File: src/logic/i2c_config_slave_map.vh
// Constants for the two-wire configuration slave
// Operation
// Slave only, standard mode, 7-bit address, bytes
// Bytes accessed in ascending order, stop anywhere
// Low four address bits from strap inputs
// Write bytes accepted until stop condition; code nacks them while the write FIFO is full
// Eight bits per byte, then acknowledge slot
// Most significant bit shifted first
// Clock line is never driven
// Data held low through acknowledge high
// Master acknowledges bytes it reads
// Master opens each transfer with start
// Address match after start selects read/write
// Master ends read with nack, stop
// Start: data falls while clock high
// Stop: data rises while clock high
// Start location is strap value times sixteen
// Small package forces address bit zero high
// Mismatch releases data, waits next start
// Pointer reloads at start, steps per byte
`ifndef I2C_CONFIG_SLAVE_MAP_VH
`define I2C_CONFIG_SLAVE_MAP_VH

// ----------------------------------------
// Address and bit framing
// ----------------------------------------
`define ADDR_FIXED_HI 3'b111
`define BITS_PER_BYTE 4'h8
`define BIT_CNT_ZERO 4'h0
`define STRAP_SHIFT 4'h0
`define LINK_RATE_KBPS 100

// ----------------------------------------
// Reset values
// ----------------------------------------
`define PTR_RESET 8'h00
`define BYTE_RESET 8'h00
`define LINE_IDLE 1'b1

`endif

File: src/logic/i2c_config_slave.v
// Two-wire configuration slave with its write FIFO and byte store
`timescale 1ns/1ps
`include "i2c_config_slave_map.vh"

// ----------------------------------------
// Write record FIFO
// ----------------------------------------
module cfg_fifo #(
  parameter WIDTH = 16,
  parameter DEPTH = 32,
  parameter AW = 5
) (
  input wire mclk,
  input wire sys_rst,
  input wire in_valid,
  output wire in_ready,
  input wire [WIDTH-1:0] in_data,
  output wire out_valid,
  input wire out_ready,
  output wire [WIDTH-1:0] out_data
);
  reg [WIDTH-1:0] slots [0:DEPTH-1]; // Storage, flip-flops
  reg [AW:0] wr_ptr; // Write pointer, extra wrap bit
  reg [AW:0] rd_ptr; // Read pointer, extra wrap bit
  wire full; // All slots taken
  wire empty; // Nothing stored
  assign full = (wr_ptr[AW] != rd_ptr[AW]) && (wr_ptr[AW-1:0] == rd_ptr[AW-1:0]);
  assign empty = (wr_ptr == rd_ptr);
  assign in_ready = ~full;
  assign out_valid = ~empty;
  assign out_data = slots[rd_ptr[AW-1:0]];
  // Pointer update; push and pop may share a cycle
  always @(posedge mclk)
  begin
    if (sys_rst)
    begin
      wr_ptr <= {(AW+1){1'b0}};
      rd_ptr <= {(AW+1){1'b0}};
    end
    else
    begin
      if (in_valid && !full)
      begin
        // Store and advance
        slots[wr_ptr[AW-1:0]] <= in_data;
        wr_ptr <= wr_ptr + 1'b1;
      end
      if (out_ready && !empty)
      begin
        // Drained by the consumer
        rd_ptr <= rd_ptr + 1'b1;
      end
    end
  end
endmodule // cfg_fifo

// ----------------------------------------
// Slave top
// ----------------------------------------
module i2c_config_slave #(
  parameter DEPTH = 256,
  parameter FIFO_DEPTH = 32,
  parameter FIFO_AW = 5
) (
  input wire mclk,
  input wire sys_rst,
  input wire scl_in,
  output wire scl_out,
  output wire scl_oe,
  input wire sda_in,
  output wire sda_out,
  output reg sda_oe,
  input wire [3:0] strap_addr,
  input wire small_pkg,
  output wire wr_valid,
  input wire wr_ready,
  output wire [7:0] wr_addr,
  output wire [7:0] wr_data,
  output reg selected
);
  // ----------------------------------------
  // States
  // ----------------------------------------
  localparam ST_IDLE = 3'b000;
  localparam ST_ADDR = 3'b001;
  localparam ST_ACK_ADDR = 3'b010;
  localparam ST_WRITE = 3'b011;
  localparam ST_ACK_WR = 3'b100;
  localparam ST_READ = 3'b101;
  localparam ST_ACK_RD = 3'b110;
  // ----------------------------------------
  // Declarations
  // ----------------------------------------
  reg [2:0] scl_sync; // Clock line synchroniser chain
  reg [2:0] sda_sync; // Data line synchroniser chain
  reg scl_f; // Filtered clock level
  reg sda_f; // Filtered data level
  reg scl_d; // Previous filtered clock
  reg sda_d; // Previous filtered data
  wire scl_rise; // Clock rising edge
  wire scl_fall; // Clock falling edge
  wire start_cond; // Start seen
  wire stop_cond; // Stop seen
  reg [2:0] state; // Protocol state
  reg [3:0] bit_cnt; // Bits taken in this byte
  reg [7:0] rx_byte; // Receive shifter
  reg [7:0] tx_byte; // Transmit shifter
  reg [7:0] ptr; // Byte pointer
  reg rw_read; // Direction latched from address byte
  reg [7:0] store [0:DEPTH-1]; // Configuration bytes
  wire [6:0] own_addr; // Our slave address
  wire [7:0] base_ptr; // First location for this strap
  wire fifo_in_ready; // Room for one more write
  reg fifo_push; // One-cycle push strobe
  reg [15:0] fifo_in; // Pointer and data record
  wire [15:0] fifo_out; // Record at FIFO head
  wire drain; // Record leaves FIFO this cycle
  integer i; // Store reset index
  // ----------------------------------------
  // Address and base location
  // ----------------------------------------
  // Upper bits fixed, lower from straps; small package pins bit zero high
  assign own_addr = {`ADDR_FIXED_HI, strap_addr[3:1], strap_addr[0] | small_pkg};
  // Base location is the strap nibble in the upper half of the pointer
  assign base_ptr = {strap_addr, `STRAP_SHIFT};
  // Clock line is never pulled, so no stretching ever happens
  assign scl_out = 1'b0;
  assign scl_oe = 1'b0;
  // Open drain: only ever drives low
  assign sda_out = 1'b0;
  // ----------------------------------------
  // Line synchronisers and filter
  // ----------------------------------------
  // Three stages; a level counts once the last two agree
  always @(posedge mclk)
  begin
    if (sys_rst)
    begin
      scl_sync <= {3{`LINE_IDLE}};
      sda_sync <= {3{`LINE_IDLE}};
      scl_f <= `LINE_IDLE;
      sda_f <= `LINE_IDLE;
      scl_d <= `LINE_IDLE;
      sda_d <= `LINE_IDLE;
    end
    else
    begin
      scl_sync <= {scl_sync[1:0], scl_in};
      sda_sync <= {sda_sync[1:0], sda_in};
      // Agreement of stages two and three filters one-cycle glitches
      if (scl_sync[1] == scl_sync[2])
        scl_f <= scl_sync[2];
      if (sda_sync[1] == sda_sync[2])
        sda_f <= sda_sync[2];
      scl_d <= scl_f;
      sda_d <= sda_f;
    end
  end
  // Edge and condition detection on filtered levels
  assign scl_rise = scl_f & ~scl_d;
  assign scl_fall = ~scl_f & scl_d;
  // Data falling while clock stays high
  assign start_cond = scl_f & scl_d & sda_d & ~sda_f;
  // Data rising while clock stays high
  assign stop_cond = scl_f & scl_d & ~sda_d & sda_f;
  // ----------------------------------------
  // Protocol engine
  // ----------------------------------------
  // Samples on clock rise, changes the data line on clock fall
  always @(posedge mclk)
  begin
    if (sys_rst)
    begin
      state <= ST_IDLE;
      bit_cnt <= `BIT_CNT_ZERO;
      rx_byte <= `BYTE_RESET;
      tx_byte <= `BYTE_RESET;
      ptr <= `PTR_RESET;
      rw_read <= 1'b0;
      sda_oe <= 1'b0;
      selected <= 1'b0;
      fifo_push <= 1'b0;
      fifo_in <= {`PTR_RESET, `BYTE_RESET};
    end
    else
    begin
      fifo_push <= 1'b0;
      if (start_cond)
      begin
        // A transfer always opens here; repeated start too
        state <= ST_ADDR;
        bit_cnt <= `BIT_CNT_ZERO;
        ptr <= base_ptr;
        sda_oe <= 1'b0;
        selected <= 1'b0;
      end
      else if (stop_cond)
      begin
        // Stop ends any transfer; writes end here
        state <= ST_IDLE;
        sda_oe <= 1'b0;
        selected <= 1'b0;
      end
      else
      begin
        case (state)
          ST_IDLE:
            // Released bus, waiting for start
            sda_oe <= 1'b0;
          ST_ADDR:
          begin
            if (scl_rise)
            begin
              // Address and direction, first bit is most significant
              rx_byte <= {rx_byte[6:0], sda_f};
              bit_cnt <= bit_cnt + 1'b1;
            end
            else if (scl_fall && bit_cnt == `BITS_PER_BYTE)
            begin
              if (rx_byte[7:1] == own_addr)
              begin
                // Match: acknowledge and remember direction
                state <= ST_ACK_ADDR;
                sda_oe <= 1'b1;
                rw_read <= rx_byte[0];
                selected <= 1'b1;
              end
              else
              begin
                // Not ours: stay off the bus until next start
                state <= ST_IDLE;
                sda_oe <= 1'b0;
              end
            end
          end
          ST_ACK_ADDR:
          begin
            if (scl_fall)
            begin
              bit_cnt <= `BIT_CNT_ZERO;
              if (rw_read)
              begin
                // Present first read byte, top bit first
                state <= ST_READ;
                tx_byte <= store[ptr];
                sda_oe <= ~store[ptr][7];
              end
              else
              begin
                state <= ST_WRITE;
                sda_oe <= 1'b0;
              end
            end
          end
          ST_WRITE:
          begin
            if (scl_rise)
            begin
              rx_byte <= {rx_byte[6:0], sda_f};
              bit_cnt <= bit_cnt + 1'b1;
            end
            else if (scl_fall && bit_cnt == `BITS_PER_BYTE)
            begin
              // Full byte in: ninth slot is the acknowledge
              state <= ST_ACK_WR;
              if (fifo_in_ready)
              begin
                // Queue byte at current location, then step up
                fifo_push <= 1'b1;
                fifo_in <= {ptr, rx_byte};
                ptr <= ptr + 1'b1;
                sda_oe <= 1'b1;
              end
              else
                // FIFO full: refuse the byte with a nack, pointer holds
                sda_oe <= 1'b0;
            end
          end
          ST_ACK_WR:
          begin
            if (scl_fall)
            begin
              // Release after the acknowledge pulse
              state <= ST_WRITE;
              bit_cnt <= `BIT_CNT_ZERO;
              sda_oe <= 1'b0;
            end
          end
          ST_READ:
          begin
            if (scl_rise)
              bit_cnt <= bit_cnt + 1'b1;
            else if (scl_fall)
            begin
              if (bit_cnt == `BITS_PER_BYTE)
              begin
                // Byte sent: free the line for the master's answer
                state <= ST_ACK_RD;
                sda_oe <= 1'b0;
                ptr <= ptr + 1'b1;
              end
              else
              begin
                // Next bit down
                tx_byte <= {tx_byte[6:0], 1'b0};
                sda_oe <= ~tx_byte[6];
              end
            end
          end
          ST_ACK_RD:
          begin
            if (scl_rise)
            begin
              // Nack ends the read; stop follows
              if (sda_f)
                state <= ST_IDLE;
            end
            else if (scl_fall)
            begin
              // Master acknowledged: send next location
              state <= ST_READ;
              bit_cnt <= `BIT_CNT_ZERO;
              tx_byte <= store[ptr];
              sda_oe <= ~store[ptr][7];
            end
          end
          default:
          begin
            state <= ST_IDLE;
            sda_oe <= 1'b0;
          end
        endcase
      end
    end
  end

  // ----------------------------------------
  // Write path
  // ----------------------------------------
  // Decouples the slow link from the consumer; a stalled consumer
  // fills the FIFO and the slave then nacks further bytes
  cfg_fifo #(.WIDTH(16), .DEPTH(FIFO_DEPTH), .AW(FIFO_AW)) u_fifo (
    .mclk(mclk),
    .sys_rst(sys_rst),
    .in_valid(fifo_push),
    .in_ready(fifo_in_ready),
    .in_data(fifo_in),
    .out_valid(wr_valid),
    .out_ready(wr_ready),
    .out_data(fifo_out)
  );
  assign wr_addr = fifo_out[15:8];
  assign wr_data = fifo_out[7:0];
  assign drain = wr_valid & wr_ready;
  // Store updates only when the consumer takes the record, so reads
  // may see old values while writes still sit in the FIFO
  always @(posedge mclk)
  begin
    if (sys_rst)
    begin
      for (i = 0; i < DEPTH; i = i + 1)
        store[i] <= `BYTE_RESET;
    end
    else if (drain)
      store[wr_addr] <= wr_data;
  end
endmodule // i2c_config_slave

File: config.mk
export PLATFORM = sky130hd
export DESIGN_NAME = i2c_config_slave
export DESIGN_NICKNAME = d
export VERILOG_FILES = /design/src/logic/i2c_config_slave.v
export VERILOG_INCLUDE_DIRS = /design/src /design/src/logic
export SDC_FILE = /design/constraint.sdc
export NUM_CORES = 2
export LEC_CHECK = 0
export BUFFER_PORTS_ARGS = -buffer_cell sky130_fd_sc_hd__buf_2
export CAP_MARGIN = 20
export CORE_MARGIN = 2
export CORE_UTILIZATION = 65
export CTS_BUF_LIST = sky130_fd_sc_hd__clkbuf_4
export DETAILED_ROUTE_END_ITERATION = 6
export GPL_ROUTABILITY_DRIVEN = 0
export HOLD_SLACK_MARGIN = 0.12
export PLACE_DENSITY = 0.81
export SYNTH_ARGS = -nofsm -noshare
export SYNTH_HDL_FRONTEND = slang
export SYNTH_HIERARCHICAL = 1
export SYNTH_SLANG_ARGS = --single-unit
File: constraint.sdc
create_clock -name mclk -period 4.56 [get_ports mclk]
set_clock_uncertainty 0.05 [all_clocks]
set_input_delay 0.228 -clock mclk [delete_from_list [all_inputs] [get_ports mclk]]
set_output_delay 0.228 -clock mclk [all_outputs]
set_load 0.02 [all_outputs]
# Word level (Yosys, flattened, before mapping)
# Memory sizes are Yosys's and may differ from the RTL's. A register that Yosys moved wholly into a read port is not among the register bits.
# Index checks and enable logic that the tools add are counted.
dict set report totals {
  mem_count 2
  inputBits 10
  out_inout_bits 22
  ram_bits 2560
  regBits 72
  word_cells 193
}
# memory depth width rd rd_clocked_by_memory_dff write_ports line
set mem_list {}
lappend mem_list {store 256 8 1 0 256 i2c_config_slave.v:110} ;# reg [7:0] store [0:DEPTH-1];
lappend mem_list {u_fifo.slots 32 16 1 1 1 i2c_config_slave.v:22} ;# reg [WIDTH-1:0] slots [0:DEPTH-1];
dict set report op_classes {
  n_eq_ne 49
  n_reduce_logical 29
  n_bitwise 23
  mux 66
  n_addsub 4
}
# cell n
set op_table {}
lappend op_table {{$mux W8} 10}
lappend op_table {{$mux W7} 7}
lappend op_table {{$mux W3} 13}
lappend op_table {{$ne A4 B4 Y1 const B} 9}
lappend op_table {{$ne A2 B2 Y1 const B} 15}
lappend op_table {{$ne A3 B3 Y1 const B} 9}
lappend op_table {{$mux W1} 25}
lappend op_table {{$reduce_and A12 Y1} 2}
lappend op_table {{$pmux W3 S7} 1}
lappend op_table {{$pmux W7 S3} 1}
lappend op_table {{$reduce_and A10 Y1} 2}
lappend op_table {{$pmux W8 S2} 1}
lappend op_table {{$reduce_and A8 Y1} 2}
lappend op_table {{$not A1 Y1} 14}
lappend op_table {{$add A6 B1 Y6 const B} 2}
lappend op_table {{$mux W4} 3}
lappend op_table {{$pmux W4 S3} 1}
lappend op_table {{$reduce_and A4 Y1} 3}
lappend op_table {{$reduce_and A6 Y1} 2}
lappend op_table {{$mux W5} 2}
lappend op_table {{$ne A5 B5 Y1 const B} 2}
lappend op_table {{$eq A3 B3 Y1 const B} 3}
lappend op_table {{$reduce_bool A3 Y1} 3}
lappend op_table {{$add A8 B1 Y8 const B} 1}
lappend op_table {{22 further kinds} 38}

# Depth between registers and ports, before layout
dict set report depth {
  ltp_word 8
  ltp_mapped 16
  ltp_nobuf 10
}

# Modules after synthesis
# The synthesis kept the hierarchy.
# module instances seq_area_each_um2 cells_per_inst area_per_inst_um2
set modules_own_cells {}
lappend modules_own_cells {i2c_config_slave 1 62700.1 6777 98642.1}
lappend modules_own_cells {cfg_fifo 1 15715.1 1220 20825.0}

# Least setup slack after synthesis
# OpenSTA, ideal clock, no wires.
dict set report synth_timing {
  kind {flip-flop to flip-flop}
  from {register (tool-made name)}
  to {memory store[118][0], enable pin}
  slack_ns 0.535
  required_time_ns 4.184
  path_stages_with_launch 16
  t_arrival_ns 3.650
  setup_time_ns 0.326
  path_buffers 7
  path_cell_list {dfxtp_1 clkbuf_1 or2_2 clkbuf_1 clkbuf_1 nor3_1 a31oi_1 nand3_1 clkbuf_1 nand2b_1 or3_1 clkbuf_1 nor3b_2 clkbuf_1 clkbuf_1 a21o_1}
}
# element line
set synth_lines {}
lappend synth_lines {{end, declared} i2c_config_slave.v:110}

==> results.md <==
* Total global-route track usage at 0.365
* Warning count from the yosys run at 6
* Half-perimeter wire length after detailed placement at 206 mm
* Number of storage elements in the synthesis netlist at 2637
* Static leakage power at 0.0536 uW
* Timing-limited maximum frequency at 0.220 GHz
* Total clock buffers created by CTS at 660
* Layout cell share with drive strength beyond 1 at 0.236
* Layout-stage area growth over the synthesis result at 10.4%
* DIE WIDTH at 433 um
* Hold/Removal Path Class: flop to flop
* Gr ovfl total at 0
* Leading register cell type out of synthesis: sky130_fd_sc_hd__edfxtp_1
* Final setup violation count at 0
* Die Area at 187000 sq um
* Number of flops mapped to enable cells by yosys at 2560
* Die span in y at 433 um
* Origin of the worst min-delay path: scl_sync[0]$_SDFF_PP1_
* Sink count of the clock tree at 2637
* Core area at 183000 sq um
* Count of standard-cell rows at 157
* Hold Path Cell Cnt at 1
* Total wire length at 344 mm
* Total Neg Setup Slack at 0 ps
* Master of the slowest instance on the critical path: sky130_fd_sc_hd__a31oi_2
* Max H-tree Level at 6
* Final Cycle Share at 0.996
* Required time at the endpoint of the critical path at 4280 ps
* Layout Cell Area excl Fill at 132000 sq um
* Placed instance count at 9866
* Count of pins on the block boundary at 32
* Routed length per instance at 31.2 um
* Kind of launch point of the worst setup path: flop
* DP Area at 123000 sq um
* DRC at 1
* Number of pins with negative max-slew slack in the final report at 0
* Cell area power density at 363 nW/um^2
* Critical Path, Cell by Cell: and2_4, buf_4, a22o_1, nor3_1, a31oi_2, nand3_4, buf_12, buf_2
* Cell area after synthesis at 119000 sq um
* Share of synthesized flip-flops with an asynchronous set or reset at 0
* Min-Delay Endpoint: scl_sync[1]$_SDFF_PP1_
* Run status: finished, violations left
* TritonCTS clock tree: done
* Overall power consumption at 47800 uW
* # nets final at 8142
* Failing checks: design-rule violations
* Via Count at 78600
* Syn Area/Cell at 14.9 sq um
* First-pass GRT wire length at 500 mm
* Post-synthesis instance total at 7997
* Part of the Yosys area used for sequential elements at 0.656
* Routed Antenna Nets at 0
* Non-Filler Instances at 11100
* Quantity of I/O buffers inserted on ports at 28
* DRC violation total after the first TritonRoute iteration at 14300
* Starting density of the core at 0.653
* Detailed Routing Iterations Pass 1 at 7
* Delay of the slowest cell on the worst path at 560 ps
* Max IR drop VDD at 0.000368 V
* Number of max-cap violations at 0
* CTS Root Buffer Type: sky130_fd_sc_hd__clkbuf_4
* Final critical-path required period at 4540 ps
* Final Hold Fails at 0
* Reg-to-reg critical path endpoint: store[135][1]$_SDFFCE_PN0P_
* Arrival time worst endpoint at 4260 ps
* Number of cells traversed by the worst register-to-register path at 10
* Via count of the first global-routing pass at 75500
* CTS Buffer Depth at 4
* Kind of critical path: flop to output port
* Clock-pin transition on the worst setup and hold timing paths at 70 ps
* Number of library cell types mapped by synthesis at 85
* Worst reg2reg setup slack at 90 ps
* Mean number of vias per cell at 7.11
* Initial antenna violation count at 21
* Kind of end point of the critical path: output port
* Worst Max-Slew Pin Slew at 1270 ps
* Largest fanout of any net on the critical path at 45
* Clock latency of the later-clocked register in the worst-skew pair at 1480 ps
* Slew Limit Headroom at 0.151
* Largest net degree at the start of global routing at 145
## where the power goes
part / switching, uW / internal, uW
Clock: 9670 / 9970
Sequential: 225 / 27000
Combinational: 630 / 327
## stage by stage
stage	util	worst slack, ps	hold WS, ps
global placement	0.672	193	344
detailed placement	0.672	172	345
CTS	0.719	-111	286
global route	0.721	-42.7	356
finish	0.721	18.6	333
floorplan	-	535	247
## worst max-delay path by stage
stage	startpoint	end	slack (ps)	cells past startpoint
3_5_place_dp	flop	store[76][7]$_SDFFCE_PN0P_	170	12
5_1_grt	flop	wr_data[3]	-40	8
3_3_place_gp	flop	store[76][7]$_SDFFCE_PN0P_	190	12
6_report	flop	wr_data[3]	20	8
2_1_floorplan	flop	store[118][0]$_SDFFCE_PN0P_	530	15
4_1_cts	flop	wr_data[3]	-110	7
## per-layer routing
layer  up-vias  track usage  share of wire
met5         -     0.000781        0.00039
met4        22        0.190          0.057
met3      1102        0.117           0.16
met2      7041        0.534           0.45
met1     38500        0.495           0.34
li1      32000            -              -
## cells in the mapped netlist (32+ instances only)
cell                       count  area, sq um
sky130_fd_sc_hd__nand3_1      85          425
sky130_fd_sc_hd__mux4_2      477        10700
sky130_fd_sc_hd__nand2_1     153          574
sky130_fd_sc_hd__o22ai_1      47          294
sky130_fd_sc_hd__clkbuf_1    825         3100
sky130_fd_sc_hd__o21ai_0      35          175
sky130_fd_sc_hd__buf_2        90          450
sky130_fd_sc_hd__a21o_1      245         1840
sky130_fd_sc_hd__nor2_1      151          567
sky130_fd_sc_hd__a31oi_1      33          206
sky130_fd_sc_hd__buf_6        32          360
sky130_fd_sc_hd__dfxtp_1      77         1540
sky130_fd_sc_hd__nor3_1       46          230
sky130_fd_sc_hd__and2_1      104          651
sky130_fd_sc_hd__and3_1     1960        12300
sky130_fd_sc_hd__a21oi_1      82          410
sky130_fd_sc_hd__mux2i_1     401         4010
sky130_fd_sc_hd__a22o_1       38          333
sky130_fd_sc_hd__a22oi_1     146         1100
sky130_fd_sc_hd__edfxtp_1   2560        76900
## state kept, by name, summed over array words and instances (netlist names), 4 cells and up, named ones only
| signal | count |
|---|---|
| store | 2048 |
| rx_byte | 8 |
| bit_cnt | 4 |
| fifo_in | 16 |
| tx_byte | 7 |
| u_fifo/rd_ptr | 6 |
| u_fifo/wr_ptr | 6 |
| ptr | 8 |
| u_fifo/slots | 512 |
## kinds of logic after synthesis
logic type,synth area share
AO/OA/AOI/OAI,0.0461
AND/OR/NAND/NOR,0.132
XOR/XNOR,0.00176
flip-flops,0.656
buffers and inverters,0.0368
other,0.0000314
multiplexers,0.126
adder cells (fa/ha/maj),0.00124
## timing repair
item	in CTS	in global routing
endpoints found under the setup margin	8	66
hold endpoints to repair	2046	0
pin swaps	8	0
hold buffers	26	0
buffers inserted	12	6
gates cloned	6	1
resized for setup	13	6
## critical path, delay by kind of cell (launching register included)
family                 cells  cell delay (ps)
AOI/OAI and AO/OA          2              820
and+or+nand+nor            3              740
buffers and inverters      3              770
DFF                        1              510
## cells in the final DEF, fill, tap and decap left out, types with 101 or more instances in the layout
cell type and n:
sky130_fd_sc_hd__a21o_1 245, sky130_fd_sc_hd__a22oi_1 146, sky130_fd_sc_hd__and2_1 101, sky130_fd_sc_hd__and3_1 1959
sky130_fd_sc_hd__buf_12 105, sky130_fd_sc_hd__buf_4 285, sky130_fd_sc_hd__clkbuf_4 927, sky130_fd_sc_hd__clkinv_1 135
sky130_fd_sc_hd__edfxtp_1 2560, sky130_fd_sc_hd__mux2i_1 401, sky130_fd_sc_hd__mux4_2 477, sky130_fd_sc_hd__nand2_1 153
sky130_fd_sc_hd__nor2_1 130
## area by class of cell
type	instances	area [sq um]
diodes	16	40.0
clock buffers	927	6960
clock inverters	189	1050
fillers	10900	51000
inverters	14	55.1
multi-input cells	4352	37300
flip-flops and latches	2637	78400
well taps	2464	3080
repair buffers	456	4950
No activity file was read; power rests on OpenSTA's default activity.
